$ cat src/common/mixer_pkg.sv
// Constants and types shared by the layer mixer and its output FIFO
// ---------------------------------------------------------------
// Summary of operation
// - Hold inputs until every video header arrives
// - Read background once per unstalled ST_MIX cycle
// - Read a layer only where it covers
// - Layer N read N cycles after background
// - Any stall freezes pipeline, drops all readies
// - One alpha sample per pixel of layer
// - No frame or line storage, short latency
// - Early background end: finish current line
// - End of packet on that line's last pixel
// - Early layer end: stop reading, pad samples
// - Late end of packet enters error mode
// - Recovery after frame end realigns inputs
// - Recovery discards data, ready held high
// - Forward non-image packets in layer order
// - Stall after each frame and line
// - Consume background until its end marker
// ---------------------------------------------------------------
package mixer_pkg;

  localparam int          POS_W         = 16;
  localparam int          TYPE_W        = 4;
  localparam logic [3:0]  PKT_VIDEO     = 4'h0;
  localparam logic [2:0]  LINE_GAP_CYC  = 3'h2;
  localparam logic [2:0]  FRAME_GAP_CYC = 3'h4;
  localparam int          FIFO_DEPTH    = 4;

  typedef enum logic [2:0] {
    ST_HDR   = 3'b000,
    ST_OHDR  = 3'b001,
    ST_MIX   = 3'b011,
    ST_LGAP  = 3'b010,
    ST_DRAIN = 3'b111,
    ST_FGAP  = 3'b101,
    ST_FLUSH = 3'b110
  } mix_state_t;

endpackage

$ cat src/rtl/stream_fifo.sv
// Small valid/ready FIFO built from flip-flops
`timescale 1ns/1ps
module stream_fifo #(
  parameter int W     = 8,
  parameter int DEPTH = mixer_pkg::FIFO_DEPTH
) (
  input  wire logic         mclk,
  input  wire logic         rst,
  input  wire logic         in_valid,
  output logic              in_ready,
  input  wire logic [W-1:0] in_data,
  output logic              out_valid,
  input  wire logic         out_ready,
  output logic [W-1:0]      out_data
);
  import mixer_pkg::*;

  localparam int PW = (DEPTH > 1) ? $clog2(DEPTH) : 1;
  localparam logic [PW:0]   FULL_CNT = DEPTH[PW:0];
  localparam logic [PW-1:0] LAST_PTR = PW'(DEPTH - 1);

  typedef struct packed {
    logic [DEPTH-1:0][W-1:0] mem;
    logic [PW-1:0]           wp;
    logic [PW-1:0]           rp;
    logic [PW:0]             cnt;
  } fifo_state_t;

  fifo_state_t s_r;
  fifo_state_t s_nxt;
  logic        push;
  logic        pop;

  assign in_ready  = (s_r.cnt != FULL_CNT);
  assign out_valid = (s_r.cnt != '0);
  assign out_data  = s_r.mem[s_r.rp];
  assign push      = in_valid && in_ready;
  assign pop       = out_valid && out_ready;

  always_comb begin
    s_nxt = s_r;
    if (push) begin
      s_nxt.mem[s_r.wp] = in_data;
      s_nxt.wp = (s_r.wp == LAST_PTR) ? '0 : s_r.wp + 1'b1;
    end
    if (pop) begin
      s_nxt.rp = (s_r.rp == LAST_PTR) ? '0 : s_r.rp + 1'b1;
    end
    if (push && !pop) begin
      s_nxt.cnt = s_r.cnt + 1'b1;
    end else if (pop && !push) begin
      s_nxt.cnt = s_r.cnt - 1'b1;
    end
  end

  always_ff @(posedge mclk) begin
    if (rst) begin
      s_r <= '0;
    end else begin
      s_r <= s_nxt;
    end
  end

endmodule

$ cat src/rtl/video_layer_mixer_flow.sv
// Flow control and error recovery of a multi-layer video mixer
`timescale 1ns/1ps
module video_layer_mixer_flow #(
  parameter int NL = 2,
  parameter int DW = 24,
  parameter int AW = 8
) (
  input  wire logic                          mclk,
  input  wire logic                          rst,
  input  wire logic [mixer_pkg::POS_W-1:0]    cfg_width,
  input  wire logic [mixer_pkg::POS_W-1:0]    cfg_height,
  input  wire logic [NL-1:0]                 cfg_layer_en,
  input  wire logic [NL-1:0]                 cfg_alpha_en,
  input  wire logic [NL*mixer_pkg::POS_W-1:0] cfg_layer_x,
  input  wire logic [NL*mixer_pkg::POS_W-1:0] cfg_layer_y,
  input  wire logic [NL*mixer_pkg::POS_W-1:0] cfg_layer_w,
  input  wire logic [NL*mixer_pkg::POS_W-1:0] cfg_layer_h,
  input  wire logic [DW-1:0]                 bg_data,
  input  wire logic                          bg_valid,
  input  wire logic                          bg_sop,
  input  wire logic                          bg_eop,
  output logic                               bg_ready,
  input  wire logic [NL*DW-1:0]              fg_data,
  input  wire logic [NL-1:0]                 fg_valid,
  input  wire logic [NL-1:0]                 fg_sop,
  input  wire logic [NL-1:0]                 fg_eop,
  output logic [NL-1:0]                      fg_ready,
  input  wire logic [NL*AW-1:0]              al_data,
  input  wire logic [NL-1:0]                 al_valid,
  input  wire logic [NL-1:0]                 al_sop,
  input  wire logic [NL-1:0]                 al_eop,
  output logic [NL-1:0]                      al_ready,
  output logic [DW-1:0]                      out_data,
  output logic                               out_valid,
  output logic                               out_sop,
  output logic                               out_eop,
  input  wire logic                          out_ready,
  output logic                               err_flag
);
  import mixer_pkg::*;

  // ---------------------------------------------------------------
  // Input numbering: 0 background, 1..NL layers, NL+1..2NL alpha
  // ---------------------------------------------------------------
  localparam int NIN = 1 + 2 * NL;
  localparam int IW  = $clog2(NIN + 1);
  localparam logic [IW-1:0] END_IDX = IW'(NIN);

  typedef struct packed {
    logic             v;
    logic             eop;
    logic [POS_W-1:0] x;
    logic [POS_W-1:0] y;
    logic [DW-1:0]    d;
  } stage_t;

  typedef struct packed {
    mix_state_t       st;
    logic [IW-1:0]    cur;
    logic             in_fwd;
    logic [DW-1:0]    hdr;
    logic [POS_W-1:0] x;
    logic [POS_W-1:0] y;
    logic [NIN-1:0]   done;
    logic             err;
    logic             bg_short;
    logic [2:0]       gap;
    stage_t [NL:0]    pipe;
  } state_t;

  state_t              s_r;
  state_t              s_nxt;
  logic [NIN-1:0]      in_v;
  logic [NIN-1:0]      in_sop;
  logic [NIN-1:0]      in_eop;
  logic [NIN-1:0][DW-1:0] in_d;
  logic [NIN-1:0]      act;
  logic [NIN-1:0]      rdy;
  logic [NL-1:0]       cov;
  logic [NL-1:0]       wait_k;
  logic                stall;
  logic                adv;
  logic                fifo_rdy;
  logic                f_v;
  logic                f_sop;
  logic                f_eop;
  logic [DW-1:0]       f_d;
  logic                mixing;
  logic                inject;
  logic                bg_need;
  logic                last_x;
  logic                last_y;

  // ---------------------------------------------------------------
  // Per-layer packing, coverage test and input wait
  // ---------------------------------------------------------------
  assign in_v[0]   = bg_valid;
  assign in_sop[0] = bg_sop;
  assign in_eop[0] = bg_eop;
  assign in_d[0]   = bg_data;
  assign act[0]    = 1'b1;

  for (genvar k = 0; k < NL; k++) begin : g_layer
    logic [POS_W-1:0] lx;
    logic [POS_W-1:0] ly;
    logic [POS_W:0]   xe;
    logic [POS_W:0]   ye;
    assign lx = cfg_layer_x[k*POS_W +: POS_W];
    assign ly = cfg_layer_y[k*POS_W +: POS_W];
    assign xe = {1'b0, lx} + {1'b0, cfg_layer_w[k*POS_W +: POS_W]};
    assign ye = {1'b0, ly} + {1'b0, cfg_layer_h[k*POS_W +: POS_W]};

    assign in_v[1+k]      = fg_valid[k];
    assign in_sop[1+k]    = fg_sop[k];
    assign in_eop[1+k]    = fg_eop[k];
    assign in_d[1+k]      = fg_data[k*DW +: DW];
    assign in_v[1+NL+k]   = al_valid[k];
    assign in_sop[1+NL+k] = al_sop[k];
    assign in_eop[1+NL+k] = al_eop[k];
    assign in_d[1+NL+k]   = DW'(al_data[k*AW +: AW]);
    assign act[1+k]       = cfg_layer_en[k];
    assign act[1+NL+k]    = cfg_layer_en[k] && cfg_alpha_en[k];

    // Layer k is read with the pixel held in stage k
    assign cov[k] = s_r.pipe[k].v && cfg_layer_en[k] &&
                    (s_r.pipe[k].x >= lx) && ({1'b0, s_r.pipe[k].x} < xe) &&
                    (s_r.pipe[k].y >= ly) &&
                    ({1'b0, s_r.pipe[k].y} < ye);
    assign wait_k[k] = cov[k] &&
                       ((!s_r.done[1+k] && !in_v[1+k]) ||
                        (act[1+NL+k] && !s_r.done[1+NL+k] &&
                         !in_v[1+NL+k]));
  end

  // ---------------------------------------------------------------
  // Global stall of the mixing pipeline
  // ---------------------------------------------------------------
  assign mixing  = (s_r.st == ST_MIX) || (s_r.st == ST_LGAP) ||
                   (s_r.st == ST_DRAIN);
  assign inject  = (s_r.st == ST_MIX);
  assign bg_need = inject && !s_r.done[0];
  assign stall   = (s_r.pipe[NL].v && !fifo_rdy) ||
                   (bg_need && !bg_valid) || (|wait_k);
  assign adv     = mixing && !stall;
  assign last_x  = ({1'b0, s_r.x} + 17'h00001) == {1'b0, cfg_width};
  assign last_y  = ({1'b0, s_r.y} + 17'h00001) == {1'b0, cfg_height};

  assign bg_ready = rdy[0];
  assign fg_ready = rdy[NL:1];
  assign al_ready = rdy[2*NL:NL+1];
  assign err_flag = s_r.err;

  function automatic logic [IW-1:0] next_act(
    input logic [IW-1:0]  c,
    input logic [NIN-1:0] a
  );
    logic [IW-1:0] r;
    r = END_IDX;
    for (int i = NIN - 1; i >= 0; i--) begin
      if (a[i] && (IW'(i) > c)) begin
        r = IW'(i);
      end
    end
    return r;
  endfunction

  // ---------------------------------------------------------------
  // Next-state logic
  // ---------------------------------------------------------------
  always_comb begin
    logic take;
    logic early;
    logic short_now;
    logic [DW-1:0] fgd;
    take      = 1'b0;
    early     = 1'b0;
    short_now = 1'b0;
    fgd       = '0;
    s_nxt     = s_r;
    rdy       = '0;
    f_v       = 1'b0;
    f_sop     = 1'b0;
    f_eop     = 1'b0;
    f_d       = '0;
    unique case (s_r.st)
      ST_HDR: begin
        if (s_r.cur == END_IDX) begin
          s_nxt.st = ST_OHDR;
        end else if (s_r.in_fwd) begin
          rdy[s_r.cur] = fifo_rdy;
          f_v   = in_v[s_r.cur];
          f_d   = in_d[s_r.cur];
          f_eop = in_eop[s_r.cur];
          if (in_v[s_r.cur] && fifo_rdy && in_eop[s_r.cur]) begin
            s_nxt.in_fwd = 1'b0;
          end
        end else if (in_v[s_r.cur] && in_sop[s_r.cur] &&
                     in_d[s_r.cur][TYPE_W-1:0] == PKT_VIDEO) begin
          // Header taken; this input is held off until the frame starts
          rdy[s_r.cur] = 1'b1;
          if (s_r.cur == '0) begin
            s_nxt.hdr = in_d[0];
          end
          s_nxt.cur = next_act(s_r.cur, act);
        end else if (in_v[s_r.cur] && in_sop[s_r.cur]) begin
          rdy[s_r.cur] = fifo_rdy;
          f_v   = 1'b1;
          f_sop = 1'b1;
          f_d   = in_d[s_r.cur];
          f_eop = in_eop[s_r.cur];
          if (fifo_rdy && !in_eop[s_r.cur]) begin
            s_nxt.in_fwd = 1'b1;
          end
        end else begin
          // Stray beats outside any packet are dropped
          rdy[s_r.cur] = 1'b1;
        end
      end

      ST_OHDR: begin
        f_v   = 1'b1;
        f_sop = 1'b1;
        f_d   = s_r.hdr;
        if (fifo_rdy) begin
          s_nxt.st       = ST_MIX;
          s_nxt.x        = '0;
          s_nxt.y        = '0;
          s_nxt.done     = '0;
          s_nxt.err      = 1'b0;
          s_nxt.bg_short = 1'b0;
        end
      end

      ST_MIX, ST_LGAP, ST_DRAIN: begin
        if (adv) begin
          // Output beat leaves the last stage
          f_v   = s_r.pipe[NL].v;
          f_eop = s_r.pipe[NL].eop;
          f_d   = s_r.pipe[NL].d;
          rdy[0] = bg_need;
          early  = bg_need && bg_valid && bg_eop && !(last_x && last_y);
          short_now = s_r.bg_short || early;
          if (early) begin
            s_nxt.bg_short = 1'b1;
            s_nxt.err      = 1'b1;
          end
          for (int k = 0; k < NL; k++) begin
            s_nxt.pipe[k+1] = s_r.pipe[k];
            rdy[1+k]    = cov[k] && !s_r.done[1+k];
            rdy[1+NL+k] = cov[k] && act[1+NL+k] &&
                          !s_r.done[1+NL+k];
            if (cov[k]) begin
              fgd  = s_r.done[1+k] ? '0 : in_d[1+k];
              take = !act[1+NL+k] ||
                     (!s_r.done[1+NL+k] && in_d[1+NL+k][AW-1]);
              if (take) begin
                s_nxt.pipe[k+1].d = fgd;
              end
            end
          end
          // Background pixel enters stage 0, padded once the packet ended
          s_nxt.pipe[0] = '0;
          if (inject) begin
            s_nxt.pipe[0].v   = 1'b1;
            s_nxt.pipe[0].x   = s_r.x;
            s_nxt.pipe[0].y   = s_r.y;
            s_nxt.pipe[0].d   = bg_need ? bg_data : '0;
            s_nxt.pipe[0].eop = last_x && (last_y || short_now);
            if (last_x) begin
              s_nxt.x = '0;
              s_nxt.y = s_r.y + 1'b1;
              if (last_y || short_now) begin
                s_nxt.st = ST_DRAIN;
              end else begin
                s_nxt.st  = ST_LGAP;
                s_nxt.gap = LINE_GAP_CYC;
              end
            end else begin
              s_nxt.x = s_r.x + 1'b1;
            end
          end
          // Any end of packet stops further reads of that input
          for (int i = 0; i < NIN; i++) begin
            if (rdy[i] && in_v[i] && in_eop[i]) begin
              s_nxt.done[i] = 1'b1;
            end
          end
        end
        if (s_r.st == ST_LGAP) begin
          if (s_r.gap <= 3'h1) begin
            s_nxt.st = ST_MIX;
          end else begin
            s_nxt.gap = s_r.gap - 1'b1;
          end
        end
        if (s_r.st == ST_DRAIN && !(|s_r.pipe[0].v) && !stall) begin
          take = 1'b1;
          for (int k = 0; k <= NL; k++) begin
            if (s_r.pipe[k].v) begin
              take = 1'b0;
            end
          end
          if (take) begin
            if (|(act & ~s_nxt.done)) begin
              s_nxt.err = 1'b1;
              s_nxt.st  = ST_FLUSH;
            end else begin
              s_nxt.st  = ST_FGAP;
              s_nxt.gap = FRAME_GAP_CYC;
            end
          end
        end
      end

      ST_FLUSH: begin
        // Discard every unfinished input up to its end marker
        for (int i = 0; i < NIN; i++) begin
          if (act[i] && !s_r.done[i]) begin
            rdy[i] = 1'b1;
            if (in_v[i] && in_eop[i]) begin
              s_nxt.done[i] = 1'b1;
            end
          end
        end
        if (!(|(act & ~s_nxt.done))) begin
          s_nxt.st  = ST_FGAP;
          s_nxt.gap = FRAME_GAP_CYC;
        end
      end

      ST_FGAP: begin
        if (s_r.gap <= 3'h1) begin
          s_nxt.st     = ST_HDR;
          s_nxt.cur    = '0;
          s_nxt.in_fwd = 1'b0;
        end else begin
          s_nxt.gap = s_r.gap - 1'b1;
        end
      end

      default: begin
        s_nxt = '0;
      end
    endcase
  end

  always_ff @(posedge mclk) begin
    if (rst) begin
      s_r <= '0;
    end else begin
      s_r <= s_nxt;
    end
  end

  // ---------------------------------------------------------------
  // Output FIFO
  // ---------------------------------------------------------------
  logic [DW+1:0] fo_data;

  stream_fifo #(
    .W     (DW + 2),
    .DEPTH (FIFO_DEPTH)
  ) u_out_fifo (
    .mclk      (mclk),
    .rst       (rst),
    .in_valid  (f_v),
    .in_ready  (fifo_rdy),
    .in_data   ({f_sop, f_eop, f_d}),
    .out_valid (out_valid),
    .out_ready (out_ready),
    .out_data  (fo_data)
  );

  assign out_sop  = fo_data[DW+1];
  assign out_eop  = fo_data[DW];
  assign out_data = fo_data[DW-1:0];

endmodule

$ cat config.mk
export PLATFORM = sky130hd
export DESIGN_NAME = video_layer_mixer_flow
export DESIGN_NICKNAME = d
export VERILOG_FILES = /design/src/common/mixer_pkg.sv /design/src/rtl/stream_fifo.sv /design/src/rtl/video_layer_mixer_flow.sv
export SDC_FILE = /design/constraint.sdc
export NUM_CORES = 1
export LEC_CHECK = 0
export ABC_CLOCK_PERIOD_IN_PS = 11000
export BUFFER_PORTS_ARGS = -buffer_cell sky130_fd_sc_hd__buf_2
export CAP_MARGIN = 10
export CORE_ASPECT_RATIO = 1.25
export CORE_MARGIN = 8
export CORE_UTILIZATION = 25
export CTS_CLUSTER_DIAMETER = 80
export DETAILED_ROUTE_END_ITERATION = 8
export PLACE_DENSITY = 0.42
export SKIP_LAST_GASP = 1
export SLEW_MARGIN = 20
export SYNTH_ARGS = -nofsm -noshare
export SYNTH_HDL_FRONTEND = slang
export SYNTH_HIERARCHICAL = 1
export SYNTH_SLANG_ARGS = --single-unit
$ cat constraint.sdc
create_clock -name mclk -period 11 [get_ports mclk]
set_input_delay 0.55 -clock mclk [delete_from_list [all_inputs] [get_ports mclk]]
set_output_delay 0.55 -clock mclk [all_outputs]
set_load 0.01 [all_outputs]
==> impl_metrics.json <==
{
  "cts-root-buf": "clkbuf_16",
  "avgViaCountPerCell": 4.998,
  "overflow": 0,
  "fp.dieW_um": 284.2,
  "clk_latency_ps": 580,
  "yosysSeqAreaShare_pct": 29.04,
  "peakVddDrop_v": 0.0001178,
  "finalCritPeriodShare_pct": 67.13,
  "r2r_cells": 16,
  "power_mw": 3.315,
  "hpwl_mm": 61.34,
  "fin_nets": 3263,
  "crit_fanout": 75,
  "worstPathRequired_ps": 10450,
  "area_delta_synth_final_pct": 18.14,
  "ys_seq_elements": 326,
  "cts_tree": "done",
  "final_layout_size_suffix_gt1_share_pct": 18.92,
  "wire_per_inst_um": 20.49,
  "core_mm2": 0.08957,
  "initial_core_util_pct": 25.09,
  "path_clk_slew_ps": 50,
  "clock_sinks": 326,
  "outcome": "finished clean",
  "max_freq_mhz": 135.4,
  "place.gp.congestion": 0.8832,
  "grt_usage_pct": 15.80,
  "critical-path-max-stage-delay_ps": 820,
  "synth.distinct_cells": 105,
  "postRouteAntennaNets": 0,
  "slew_violations": 0,
  "tightest_slew_ps": 1071,
  "cts_buffers": 43,
  "postLayoutCellArea_mm2": 0.02655,
  "slew_headroom_pct": 28.63,
  "skew_ps": 29.28,
  "stdcell_count": 4017,
  "rrSetupSlack_ps": 5180,
  "drv_cap": 0,
  "rows": 123,
  "period_minus_slack_ps": 7385,
  "netlist_instances": 2578,
  "grt_pass1_vias": 20810,
  "cp.arrival_ps": 6830,
  "start_kind": "input pin",
  "hp-class": "in -> reg",
  "die_area_mm2": 0.09980,
  "r2r-end": "u_out_fifo/s_r[2]$_SDFFE_PP0P_",
  "place_inst": 3932,
  "hold_viol_final": 0,
  "rr_startpoint": "s_r[242]$_SDFFE_PP0P_",
  "synth_top_area_share_pct": 29.04,
  "drc": 0,
  "grt_pass1_wl_mm": 125.0,
  "powerDensity_mw_per_mm2": 124.9,
  "avgSynthCellArea_um2": 8.717,
  "cts_buffer_depth": 3,
  "ios": 303,
  "cts_resized": 0,
  "grt_max_degree": 127,
  "regArea_mm2": 0.006535,
  "final_cell_mix": "dfxtp_1, buf_2, nor2_1",
  "vias": 20080,
  "rsz0062_at_grt": "false",
  "cp_common_cell": "a21oi_1",
  "postCtsSetupRepairBufs": 0,
  "dr.pass1.iters": 5,
  "io_buffers": 302,
  "tns_ps": 0,
  "hold_end": "s_r[1]$_SDFFE_PP0P_",
  "synthArstFlopShare_pct": 0,
  "hold_path_depth": 3,
  "grt_antenna_before_repair": 12,
  "hold_start": "bg_data[1]",
  "synth_ff_type": "dfxtp_1",
  "worst_setup_path_end_kind": "output pin",
  "path_cells": "buf_2, ha_1, a21o_1, a21oi_1, o21bai_1, a21oi_1, nor2b_1, o21a_1, o21a_1, o41ai_1, mux2i_1, a2111oi_0, ha_1, o2111ai_1, a211o_1, o31ai_4, o31a_1, and3_4, buf_4, nand2_1, a21oi_1, a31o_2, buf_2",
  "synth_edf_count": 0,
  "ys_top_cells_by_area": "dfxtp_1, ha_1, mux2i_1, a22oi_1, nand2b_1",
  "finalWirelength_mm": 82.29,
  "setup_viol": 0,
  "preCtsSetupSlack_ps": 3624,
  "dieHeight_um": 351.2,
  "drtIter0Drc": 1329,
  "ys_warn_count": 6,
  "setup_ws_ps": 3615,
  "cts_max_level": 2,
  "mostFrequentLayoutCell": "dfxtp_1",
  "multi_input_area_mm2": 0.01483,
  "p_leak_nw": 11.18,
  "placed_area_mm2": 0.02497,
  "cp_slowest_cell": "buf_4",
  "fillers": 9529,
  "yosysTopAreaCell": "dfxtp_1",
  "syn-cell-area_mm2": 0.02247,
  "syn-num-nets": 3051,
  "path_class": "in -> out",
  "cts-hold-fix-buffers": 0
}
## cell families (layout without fill, tap and decap cells)
logic type / count (synthesis) / count (layout) / share of synthesized area, %
AND/OR/NAND/NOR: 812 / 812 / 18.51
AO/OA/AOI/OAI: 638 / 638 / 19.93
flip-flops: 326 / 326 / 29.04
buffers and inverters: 278 / 523 / 5.284
multiplexers: 220 / 220 / 11.83
adder cells (fa/ha/maj): 203 / 203 / 11.47
XOR/XNOR: 101 / 101 / 3.936
other: 0 / 7 / 0
## critical path: cells and delay by family
family / cells / cell delay [ps]
AOI/OAI and AO/OA: 14 / 3460
muxes: 1 / 160
adders and majority gates: 2 / 510
buffers and inverters: 3 / 1100
and+or+nand+nor: 3 / 990
## where the power goes
part | internal [mW] | total, mW | leakage, nW | switching, mW
Combinational | 0.241 | 0.550 | 7.79 | 0.309
Sequential | 1.20 | 1.22 | 2.63 | 0.0275
Clock | 0.955 | 1.54 | 0.757 | 0.587
## routing by layer
layer  GRT usage, %  vias to the layer above  routed length (um)
met3          3.268                      104                4254
met2          28.31                      509               40700
met4          4.120                       12                1930
met5              0                        -                  77
met1          19.11                     9640               35330
li1               -                     9811                   -
## final cells by class
class	instances	area share (%)
Tap cell	1187	5.594
Antenna cell	7	0.06598
Clock buffer	66	4.868
Timing Repair Buffer	320	6.287
Sequential cell	326	24.61
Multi-Input combinational cell	1974	55.85
Inverter	125	1.767
Clock inverter	12	0.9567
## cells in the mapped netlist (40+ instances only)
library cell and n:
nor2_1 234, ha_1 198, o21ai_0 97, dfxtp_1 326
nand2_1 146, inv_1 122, nor2b_1 57, a22oi_1 144
a21oi_1 141, clkbuf_1 97, mux2_2 55, nor3_1 40
nand2b_1 148, xnor2_1 50, nand3_1 65, mux2i_1 134
xor2_1 51
## flip-flops by register name, summed over array words and instances (netlist names)
register,count
s_r,214
u_out_fifo/s_r,111
err_flag,1
## worst max path at each step
stage	slack, ps	cells past startpoint	endpoint	from
floorplan	5020	26	u_out_fifo/s_r[2]$_SDFFE_PP0P_	cfg_layer_x[17]
global placement	3680	23	fg_ready[1]	cfg_layer_x[17]
detailed placement	3620	23	fg_ready[1]	cfg_layer_x[17]
CTS	3580	23	fg_ready[1]	cfg_layer_x[17]
global route	3160	23	fg_ready[1]	cfg_layer_x[17]
finish	3620	23	fg_ready[1]	cfg_layer_x[17]
## through the flow
stage / util [%] / hold WS, ps
after floorplan: - / 431.3
after global placement: 27.88 / 437.0
after detailed placement: 27.88 / 443.0
after CTS: 29.60 / 183.5
after global routing: 29.62 / 220.2
final: 29.64 / 237.9
Note: power is estimated with default switching activity, not from simulation.
